### src/wlm_pkg.sv
// constants shared by the wiper load and mode control block
// Operation
// a load request copies the staged input value into the wiper register
// input register follows the wiper; only staging writes make it differ
// software load updates one selected wiper register or all together
// low load pin copies every input register to its wiper, no selection
// load pin transitions are ignored while a serial command executes
// strap high at power-up selects gain mode, loads both stored codes
// strap low at power-up selects complementary potentiometer mode
// effective mode is strap OR gain mode bit; either blocks potentiometer
// wiper code is 7 or 8 bits, decoded to exactly one tap
// potentiometer mode: B side rises with code, A side falls complementarily
// gain mode: A side is proportional to its own wiper register code
// top scale position cuts the A side by one more LSB step
// tolerance is 16-bit sign magnitude: sign+integer at 0x02, fraction 0x03
// tolerance sign bit: 0 means negative, 1 means positive
// host enables gain mode by control write with gain mode bit set
// load pin is synchronised before it may touch the wiper registers
package wlm_pkg;
    localparam int WIDTH_DEF = 8;
    localparam int NCH = 2;
    localparam int CH_WB = 0;
    localparam int CH_AW = 1;
    localparam logic [7:0] TOL_INT_OFS = 8'h02;
    localparam logic [7:0] TOL_FRAC_OFS = 8'h03;
    localparam int TOL_SIGN_POS = 7;
    localparam logic SIGN_NEG = 1'b0;
    localparam logic SIGN_POS = 1'b1;
    localparam logic [7:0] RD_DATA_RST = 8'h00;
    localparam logic [2:0] SYNC_RST = 3'h7;
    localparam logic GAIN_BIT_RST = 1'b0;
    typedef enum logic [1:0] {
        ST_INIT = 2'b01,
        ST_RUN = 2'b10
    } wlm_state_e;
endpackage

### src/wlm_tap_decode.sv
// registered one-hot tap decoder for one wiper code
`timescale 1ns/1ps
`default_nettype none
module wlm_tap_decode #(
    parameter int WIDTH = 8
) (
    input wire logic clk,
    input wire logic sys_rst,
    input wire logic [WIDTH-1:0] code,
    output logic [(1<<WIDTH)-1:0] tap
);
    logic [(1<<WIDTH)-1:0] tap_next;

    // one comparator per tap keeps exactly one line high
    genvar i;
    generate
        for (i = 0; i < (1 << WIDTH); i++) begin : g_tap
            assign tap_next[i] = (code == WIDTH'(i));
        end
    endgenerate

    // registered so the switch drive never glitches
    always_ff @(posedge clk) begin
        if (sys_rst) begin
            tap <= '0;
        end else begin
            tap <= tap_next;
        end
    end
endmodule
`default_nettype wire

### src/wlm_wiper_ctrl.sv
// wiper registers, load paths, mode selection and tolerance readback
`timescale 1ns/1ps
`default_nettype none
module wlm_wiper_ctrl #(
    parameter int WIDTH = wlm_pkg::WIDTH_DEF,
    parameter logic [7:0] TOL_INT_BYTE = 8'h00,
    parameter logic [7:0] TOL_FRAC_BYTE = 8'h00
) (
    input wire logic clk,
    input wire logic sys_rst,
    input wire logic cmd_busy,
    input wire logic stage_wr,
    input wire logic stage_ch,
    input wire logic [WIDTH-1:0] stage_data,
    input wire logic load_wr,
    input wire logic load_all,
    input wire logic load_ch,
    input wire logic ctrl_wr,
    input wire logic ctrl_gain_mode_bit,
    input wire logic load_wiper_strobe_n,
    input wire logic independent_mode_strap,
    input wire logic [WIDTH-1:0] nv_wb_code,
    input wire logic [WIDTH-1:0] nv_aw_code,
    input wire logic top_scale,
    input wire logic rd_en,
    input wire logic [7:0] rd_addr,
    output logic [7:0] rd_data,
    output logic init_done,
    output logic independent_mode_strap_mode,
    output logic gain_mode_bit,
    output logic tolerance_sign_bit,
    output logic [WIDTH-1:0] wiper_wb_code,
    output logic [WIDTH-1:0] wiper_aw_code,
    output logic [WIDTH-1:0] input_wb_code,
    output logic [WIDTH-1:0] input_aw_code,
    output logic [WIDTH:0] wiper_to_b_resistance,
    output logic [WIDTH:0] a_to_wiper_resistance,
    output logic [(1<<WIDTH)-1:0] tap_wb,
    output logic [(1<<WIDTH)-1:0] tap_aw
);
    localparam logic [WIDTH:0] FULL_STEPS = (WIDTH+1)'(1 << WIDTH);

    wlm_pkg::wlm_state_e state_reg, state_next;
    logic strap_reg;
    logic gain_bit_reg;
    logic [2:0] sync_reg;
    logic [WIDTH-1:0] wiper_reg [wlm_pkg::NCH];
    logic [WIDTH-1:0] input_reg [wlm_pkg::NCH];
    logic [WIDTH-1:0] nv_code [wlm_pkg::NCH];
    logic [WIDTH:0] aw_raw, aw_steps_next, wb_steps_next;
    logic [7:0] rd_data_next;
    logic [7:0] tol_int_byte;

    wire running = (state_reg == wlm_pkg::ST_RUN);
    wire initing = (state_reg == wlm_pkg::ST_INIT);
    // pin is low after sync, was high the cycle before
    wire pin_fall = sync_reg[2] & ~sync_reg[1];
    // a busy serial command masks the pin so no half update happens
    wire pin_load = pin_fall & ~cmd_busy & running;
    wire mode_independent_mode_strap = strap_reg | gain_bit_reg;

    assign nv_code[wlm_pkg::CH_WB] = nv_wb_code;
    assign nv_code[wlm_pkg::CH_AW] = nv_aw_code;

    // one init cycle after reset: strap is caught, stored codes restored
    always_comb begin
        case (state_reg)
            wlm_pkg::ST_INIT: state_next = wlm_pkg::ST_RUN;
            wlm_pkg::ST_RUN: state_next = wlm_pkg::ST_RUN;
            default: state_next = wlm_pkg::ST_INIT;
        endcase
    end

    always_ff @(posedge clk) begin
        if (sys_rst) begin
            state_reg <= wlm_pkg::ST_INIT;
        end else begin
            state_reg <= state_next;
        end
    end

    // strap sampled only at power-up; later pin moves are ignored
    always_ff @(posedge clk) begin
        if (sys_rst) begin
            strap_reg <= 1'b0;
        end else if (initing) begin
            strap_reg <= independent_mode_strap;
        end
    end

    // control bit written by the host's control command
    always_ff @(posedge clk) begin
        if (sys_rst) begin
            gain_bit_reg <= wlm_pkg::GAIN_BIT_RST;
        end else if (ctrl_wr && running) begin
            gain_bit_reg <= ctrl_gain_mode_bit;
        end
    end

    // three stages: two to settle the pin, one for edge detection
    always_ff @(posedge clk) begin
        if (sys_rst) begin
            sync_reg <= wlm_pkg::SYNC_RST;
        end else begin
            sync_reg <= {sync_reg[1:0], load_wiper_strobe_n};
        end
    end

    // per channel staging and wiper registers
    genvar c;
    generate
        for (c = 0; c < wlm_pkg::NCH; c++) begin : g_ch
            wire sw_hit = load_wr & running & (load_all | (load_ch == 1'(c)));
            wire do_load = sw_hit | pin_load;
            wire do_stage = stage_wr & running & (stage_ch == 1'(c));
            always_ff @(posedge clk) begin
                if (sys_rst) begin
                    wiper_reg[c] <= '0;
                    input_reg[c] <= '0;
                end else if (initing) begin
                    wiper_reg[c] <= nv_code[c];
                    input_reg[c] <= nv_code[c];
                end else begin
                    if (do_load) begin
                        wiper_reg[c] <= input_reg[c];
                    end
                    if (do_stage) begin
                        input_reg[c] <= stage_data;
                    end
                end
            end
        end
    endgenerate

    // A side: complementary in pot mode, own register in gain mode
    assign wb_steps_next = {1'b0, wiper_reg[wlm_pkg::CH_WB]};
    assign aw_raw = mode_independent_mode_strap ? {1'b0, wiper_reg[wlm_pkg::CH_AW]}
                               : FULL_STEPS - wb_steps_next;
    // top scale takes one more step off, floored at zero
    assign aw_steps_next = (top_scale && aw_raw != '0) ?
                           aw_raw - (WIDTH+1)'(1) : aw_raw;

    always_ff @(posedge clk) begin
        if (sys_rst) begin
            wiper_to_b_resistance <= '0;
            a_to_wiper_resistance <= FULL_STEPS;
        end else begin
            wiper_to_b_resistance <= wb_steps_next;
            a_to_wiper_resistance <= aw_steps_next;
        end
    end

    // factory tolerance bytes, read with one cycle of latency
    assign tol_int_byte = TOL_INT_BYTE;
    assign rd_data_next = (rd_addr == wlm_pkg::TOL_INT_OFS) ? tol_int_byte :
                          (rd_addr == wlm_pkg::TOL_FRAC_OFS) ? TOL_FRAC_BYTE :
                          8'h00;

    always_ff @(posedge clk) begin
        if (sys_rst) begin
            rd_data <= wlm_pkg::RD_DATA_RST;
        end else if (rd_en) begin
            rd_data <= rd_data_next;
        end
    end

    wlm_tap_decode #(.WIDTH(WIDTH)) u_tap_wb (
        .clk(clk),
        .sys_rst(sys_rst),
        .code(wiper_reg[wlm_pkg::CH_WB]),
        .tap(tap_wb)
    );

    wlm_tap_decode #(.WIDTH(WIDTH)) u_tap_aw (
        .clk(clk),
        .sys_rst(sys_rst),
        .code(wiper_reg[wlm_pkg::CH_AW]),
        .tap(tap_aw)
    );

    // status and register views
    assign init_done = running;
    assign independent_mode_strap_mode = mode_independent_mode_strap;
    assign gain_mode_bit = gain_bit_reg;
    assign tolerance_sign_bit = tol_int_byte[wlm_pkg::TOL_SIGN_POS];
    assign wiper_wb_code = wiper_reg[wlm_pkg::CH_WB];
    assign wiper_aw_code = wiper_reg[wlm_pkg::CH_AW];
    assign input_wb_code = input_reg[wlm_pkg::CH_WB];
    assign input_aw_code = input_reg[wlm_pkg::CH_AW];
endmodule
`default_nettype wire

### config.mk
export PLATFORM = sky130hd
export DESIGN_NAME = wlm_wiper_ctrl
export DESIGN_NICKNAME = d
export VERILOG_FILES = /design/src/wlm_pkg.sv /design/src/wlm_tap_decode.sv /design/src/wlm_wiper_ctrl.sv
export SDC_FILE = /design/constraint.sdc
export NUM_CORES = 1
export LEC_CHECK = 0
export ABC_AREA = 1
export BUFFER_PORTS_ARGS = -buffer_cell sky130_fd_sc_hd__buf_4
export CAP_MARGIN = 15
export CORE_AREA = 2 2 244 246
export CTS_BUF_LIST = sky130_fd_sc_hd__clkbuf_8
export DETAILED_ROUTE_END_ITERATION = 7
export DIE_AREA = 0 0 246 248
export PLACE_DENSITY_LB_ADDON = 0.3
export SKIP_CTS_REPAIR_TIMING = 1
export SLEW_MARGIN = 15
export SYNTH_ARGS = -nofsm -noshare
export SYNTH_HDL_FRONTEND = slang
export SYNTH_SLANG_ARGS = --single-unit
### constraint.sdc
create_clock -name clk -period 4 [get_ports clk]
set_clock_uncertainty 0.05 [all_clocks]
set_input_delay 0 -clock clk [delete_from_list [all_inputs] [get_ports clk]]
set_output_delay 0 -clock clk [all_outputs]
set_load 0.05 [all_outputs]
==> qor.txt, run 1 <==
Gate power share: 0.248
largest net degree at the start of global routing: 31
core outline area: 58500 um2
Crit path max-delay family: buffers and inverters
Worst-path clk slew: 60 ps
PD cells: 648 nW/um2
sequential power share: 0.422
Setup CP Type: register to register
outcome: finished with violations
Clock power frac: 0.329
Critical path buffers and inverters: 2
min cycle time layout: 2810 ps
XOR/XNOR Fraction of Synth Area: 0.00168
YS warnings: 0
Post-Synthesis Cells: 1510
P_sw: 5.53 mW
Site Rows: 89
FF+latch count, synth: 568
most frequent CP cell: ha_1
P_leak: 10.4 nW
# setup viols final: 0
CP startpoint kind: register
gr ovfl total: 0
post-DR wirelength/cell: 20.2 um
RSZ-0062 raised after global routing: no
DRC Markers: 0
Place WS: 1620 ps
Chip Height: 248 um
Worst setup EP type: register
chip width: 246 um
Cell Area, Synth: 15700 um2
routed vias/inst: 4.20
# nets final: 2235
routability cong.: 0.839
syn_area_per_cell: 10.4 um2
Hold Crit Class: input pin to register
hold_ws: -5.08 ps
first-pass GRT wire length: 83600 um
Rel. slew slack: 0.282
Pwr Total: 15.0 mW
DRT iter0 DRCs: 590
H-tree levels: 3
Worst Path Max Fanout: 9
setup TNS: 0 ps
Worst-Margin Slew: 1070 ps
final setup margin: 1190 ps
mux cell area share after synthesis: 0
drt pass-1 iters: 5
initial antenna violation count: 1
Worst VDD drop: 0.000333 V
Compound-Gate Fraction of Synth Area: 0.0154
clk root buf: clkbuf_8
biggest regs: u_tap_aw.tap: 256 flops, u_tap_wb.tap: 256 flops
clock latency on the worst-skew pair: 690 ps
Post-DP HPWL: 45300 um
failing checks: hold timing
max_cap viols: 0
DIE AREA: 61000 um2
I/O Buffers: 600
maximum clock rate: 0.356 GHz
Adder-Cell Fraction of Synth Area: 0.00559
post-route antenna net violation count: 0
Layout Area Growth over Synthesis: 48.0%
final worst path period share: 0.701
post-synthesis sequential area ratio: 0.746
Clock Path Buffers: 3
Max Slew Vio Count: 0
post-synthesis cell type count: 38
TritonCTS buffer count: 90
layout cell share with drive strength beyond 1: 0.343
I/O pin count: 620
Final Hold Vio Count: 8
sw frac: 0.367
main combinational cell family by area after synthesis: simple AND/OR/NAND/NOR gates
post-synthesis simple-gate area fraction: 0.195
CTS sink count: 568
Req. time, crit path: 4560 ps
gr usage total: 0.190
Slowest-stage cell, CP: dlygate4sd3_1
internal power: 9.51 mW
CTS tree: yes
starting density of the core: 0.268
most frequent cells in the layout: buf_4, nor2_1, dfxtp_1
commonest non-fill, non-tap cell in the layout: buf_4
Crit path arrival time: 3370 ps
vias in the first global route: 12.1k
CP cell instances: inv_1 -> ha_1 -> o21ai_4 -> ha_1 -> nand4_4 -> nor2_4 -> nand3_4 -> nand3_1 -> nand2_1 -> a21oi_2 -> dlygate4sd3_1
vias: 12.7k
Detailed Route WL: 61200 um
crit-path max cell delay: 540 ps
==> final timing paths <==
path,from,endpoint,slack (ps),cells past startpoint
max,wiper_reg[0][0]$_DFFE_PP_,a_to_wiper_resistance[1]$_SDFF_PP0_,1190,11
min,load_ch,wiper_reg[1][1]$_SDFFCE_PN0P_,-5,5
max reg2reg,wiper_reg[0][0]$_DFFE_PP_,a_to_wiper_resistance[1]$_SDFF_PP0_,1190,11
min reg2reg,sync_reg[0]$_SDFF_PP1_,sync_reg[1]$_SDFF_PP1_,360,1
==> final cells by class <==
| cell class | count | area [um2] |
|---|---|---|
| repair buffers | 652 | 5020 |
| multi-input cells | 810 | 3450 |
| inverters | 60 | 228 |
| well taps | 773 | 967 |
| fillers | 5721 | 35300 |
| clock inverters | 56 | 368 |
| flip-flops and latches | 568 | 11700 |
| clock buffers | 107 | 1470 |
| diodes | 1 | 2.50 |
==> cells in the mapped netlist <==
| cell | n | area, um2 |
|---|---|---|
| buf_4 | 11 | 82.6 |
| or2_2 | 3 | 18.8 |
| nor3_1 | 6 | 30.0 |
| dfxtp_1 | 536 | 10700 |
| nor2_2 | 3 | 18.8 |
| o22ai_1 | 8 | 50.1 |
| nor2_8 | 1 | 20.0 |
| nand2_2 | 10 | 62.6 |
| nor2_4 | 3 | 33.8 |
| buf_1 | 1 | 3.75 |
| nand3_2 | 4 | 40.0 |
| ha_1 | 7 | 87.6 |
| inv_4 | 1 | 6.26 |
| a21oi_2 | 6 | 52.6 |
| inv_2 | 4 | 15.0 |
| o21ai_4 | 1 | 16.3 |
| nand3b_1 | 1 | 7.51 |
| nand2_4 | 2 | 22.5 |
| o21ai_1 | 1 | 5.00 |
| conb_1 | 1 | 3.75 |
| edfxtp_1 | 32 | 961 |
| nand3_1 | 42 | 210 |
| clkinv_1 | 1 | 3.75 |
| inv_1 | 54 | 203 |
| nand3_4 | 1 | 17.5 |
| a21oi_1 | 1 | 5.00 |
| nand4_1 | 1 | 6.26 |
| nand2_1 | 121 | 454 |
| nand4_4 | 1 | 21.3 |
| xnor2_1 | 2 | 17.5 |
| clkbuf_1 | 68 | 255 |
| xor2_1 | 1 | 8.76 |
| a22o_1 | 1 | 8.76 |
| nor2_1 | 552 | 2070 |
| nand2_8 | 1 | 20.0 |
| buf_2 | 1 | 5.00 |
| o21ai_2 | 1 | 8.76 |
| o21ai_0 | 19 | 95.1 |
==> power groups by stage <==
stage / Clock (mW) / Sequential (mW) / Combinational, mW
2_1_floorplan: 0 / 7.32 / 1.50
3_3_place_gp: 0 / 6.48 / 3.64
3_5_place_dp: 0 / 6.48 / 3.67
4_1_cts: 5.06 / 6.36 / 3.67
5_1_grt: 5.32 / 6.39 / 3.97
6_report: 4.95 / 6.35 / 3.73
==> layer usage <==
| metal | vias up | part of all wire | global-route usage |
|---|---|---|---|
| li1 | 5958 | - | - |
| met1 | 6103 | 0.39 | 0.218 |
| met2 | 529 | 0.50 | 0.324 |
| met3 | 114 | 0.078 | 0.0601 |
| met4 | 0 | 0.038 | 0.0861 |
| met5 | - | 0 | 0 |
==> worst reg2reg max path, stage by stage, from the launching register on <==
cell and delay (ps):
edfxtp_1 470, inv_1 200, ha_1 310, o21ai_4 210, ha_1 250, nand4_4 150
nor2_4 160, nand3_4 160, nand3_1 110, nand2_1 60, a21oi_2 90, dlygate4sd3_1 540
==> stage by stage <==
stage          instances   util  area [um2]
3_3_place_gp        2812  0.357       20800
4_1_cts             2975  0.388       22700
2_1_floorplan       1519      -       15700
6_report            3027  0.397       23200
5_1_grt             3027  0.397       23200
3_5_place_dp        2812  0.357       20800
==> kinds of logic after synthesis <==
| kind of cell | after synthesis |
|---|---|
| xor gates and xnor gates | 3 |
| AOI/OAI and AO/OA | 38 |
| and+or+nand+nor | 752 |
| DFF | 568 |
| buffers and inverters | 141 |
| other | 1 |
| adders and majority gates | 7 |
Power figures use the tool's default switching activity.
==> run 2: changes to the inputs <==
clock period = 2.68 ns   (was 4 ns; I/O delays follow)
==> run 2 against run 1 <==
The flow still finishes with violations (hold timing). Count of clock-buffer cells in the layout is the same. Setup slack lost 1100 ps. Via count grew 0.69%. Critical path depth shrank 4. Maximum frequency grew 10%. Largest cell class unchanged. Sequential share of layout area shrank 0.068 points. Die area is the same. Cell count is essentially flat. Design area grew 0.13%. Total power grew 50%. Wire length shrank 0.28%. Sequential power grew 50%. Highest routed layer unchanged.
==> qor.txt, run 2 (synthesized netlist as in run 1, its figures left out) <==
vias in the first global route: 12.2k
Site Rows: 89
Gate power share: 0.246
failing checks: hold timing
CP startpoint kind: register
maximum clock rate: 0.393 GHz
Hold Crit Class: input pin to register
Place WS: 344 ps
initial antenna violation count: 2
Clock power frac: 0.333
final setup margin: 133 ps
drt pass-1 iters: 7
routed vias/inst: 4.23
setup TNS: 0 ps
Placed Cells: 2822
clock latency on the worst-skew pair: 690 ps
commonest non-fill, non-tap cell in the layout: buf_4
post-route cell area: 23200 um2
vias: 12.8k
# setup viols final: 0
min cycle time layout: 2550 ps
DRC Markers: 0
first-pass GRT wire length: 84300 um
CTS sink count: 568
Req. time, crit path: 3180 ps
Max Slew Vio Count: 0
Crit path arrival time: 3050 ps
internal power: 14.4 mW
Worst-Margin Slew: 953 ps
clk root buf: clkbuf_8
outcome: finished with violations
Worst Path Max Fanout: 16
Rel. slew slack: 0.363
P_sw: 8.20 mW
TritonCTS buffer count: 91
Post-DP HPWL: 45300 um
biggest regs: u_tap_aw.tap: 256 flops, u_tap_wb.tap: 256 flops
I/O pin count: 620
Area after DPL: 20900 um2
Chip Height: 248 um
Detailed Route WL: 61000 um
layout cell share with drive strength beyond 1: 0.345
chip width: 246 um
Post-Route Utilization: 0.397
gr ovfl total: 0
Setup CP Type: register to register
post-route antenna net violation count: 0
Layout Area Growth over Synthesis: 48.2%
routability cong.: 0.856
# nets final: 2240
starting density of the core: 0.268
Pwr Total: 22.6 mW
Worst-path clk slew: 60 ps
gr usage total: 0.190
P_leak: 10.4 nW
I/O Buffers: 600
sequential power share: 0.421
Final Hold Vio Count: 14
most frequent cells in the layout: buf_4, nor2_1, dfxtp_1
largest net degree at the start of global routing: 31
max_cap viols: 0
Worst VDD drop: 0.000476 V
core outline area: 58500 um2
post-DR wirelength/cell: 20.2 um
final cell count without fillers: 3025
sw frac: 0.363
DIE AREA: 61000 um2
PD cells: 972 nW/um2
CTS tree: yes
final worst path period share: 0.950
H-tree levels: 3
hold_ws: -36.9 ps
Worst setup EP type: register
DRT iter0 DRCs: 483
Clock Path Buffers: 3
## run 2: changes by cell type in the layout (fill, tap and decap cells not counted), sizes merged
| cell | delta |
|---|---|
| clkinv | -9 |
| inv | -1 |
| buf | +10 |
| clkinvlp | +1 |
| dlygate4sd3 | -6 |
| bufinv | +2 |
| diode | +1 |
## run 2: cell type report
cell class	count	area [um2]
fill	5764	35200
sequential	568	11700
timing repair buffer	656	5040
multi-input combinational	810	3450
clock buffer	107	1470
tap	773	967
clock inverter	49	382
inverter	60	228
antenna	2	5.00
## run 2: power by group through the flow
stage / clock network, mW / registers [mW] / logic, mW
2_1_floorplan: 0 / 10.9 / 2.23
6_report: 7.53 / 9.50 / 5.54
3_5_place_dp: 0 / 9.71 / 5.50
3_3_place_gp: 0 / 9.70 / 5.47
5_1_grt: 8.09 / 9.57 / 5.93
4_1_cts: 7.68 / 9.53 / 5.51
## run 2: routing by layer
layer / track usage / up-vias / part of all wire
met4: 0.0845 / 0 / 0.038
met2: 0.325 / 535 / 0.50
met5: 0 / - / 0
li1: - / 5963 / -
met3: 0.0560 / 141 / 0.073
met1: 0.220 / 6153 / 0.39
## run 2: path summary, 6_finish.rpt
| kind | start | to | slack (ps) | cells after the start |
|---|---|---|---|---|
| worst max register to register | state_reg[1]$_SDFF_PP0_ | input_reg[0][4]$_DFFE_PP_ | 130 | 7 |
| worst min-delay path | load_all | wiper_reg[1][2]$_SDFFCE_PN0P_ | -40 | 5 |
| worst min register to register | sync_reg[0]$_SDFF_PP1_ | sync_reg[1]$_SDFF_PP1_ | 360 | 1 |
| worst max-delay path | state_reg[1]$_SDFF_PP0_ | input_reg[0][4]$_DFFE_PP_ | 130 | 7 |
## run 2: critical path, stage by stage, from the launching register on
cell and delay (ps):
dfxtp_1 310, inv_1 50, ha_1 150, inv_1 40, nor2_1 570, inv_1 420
o22ai_1 260, dlygate4sd3_1 570
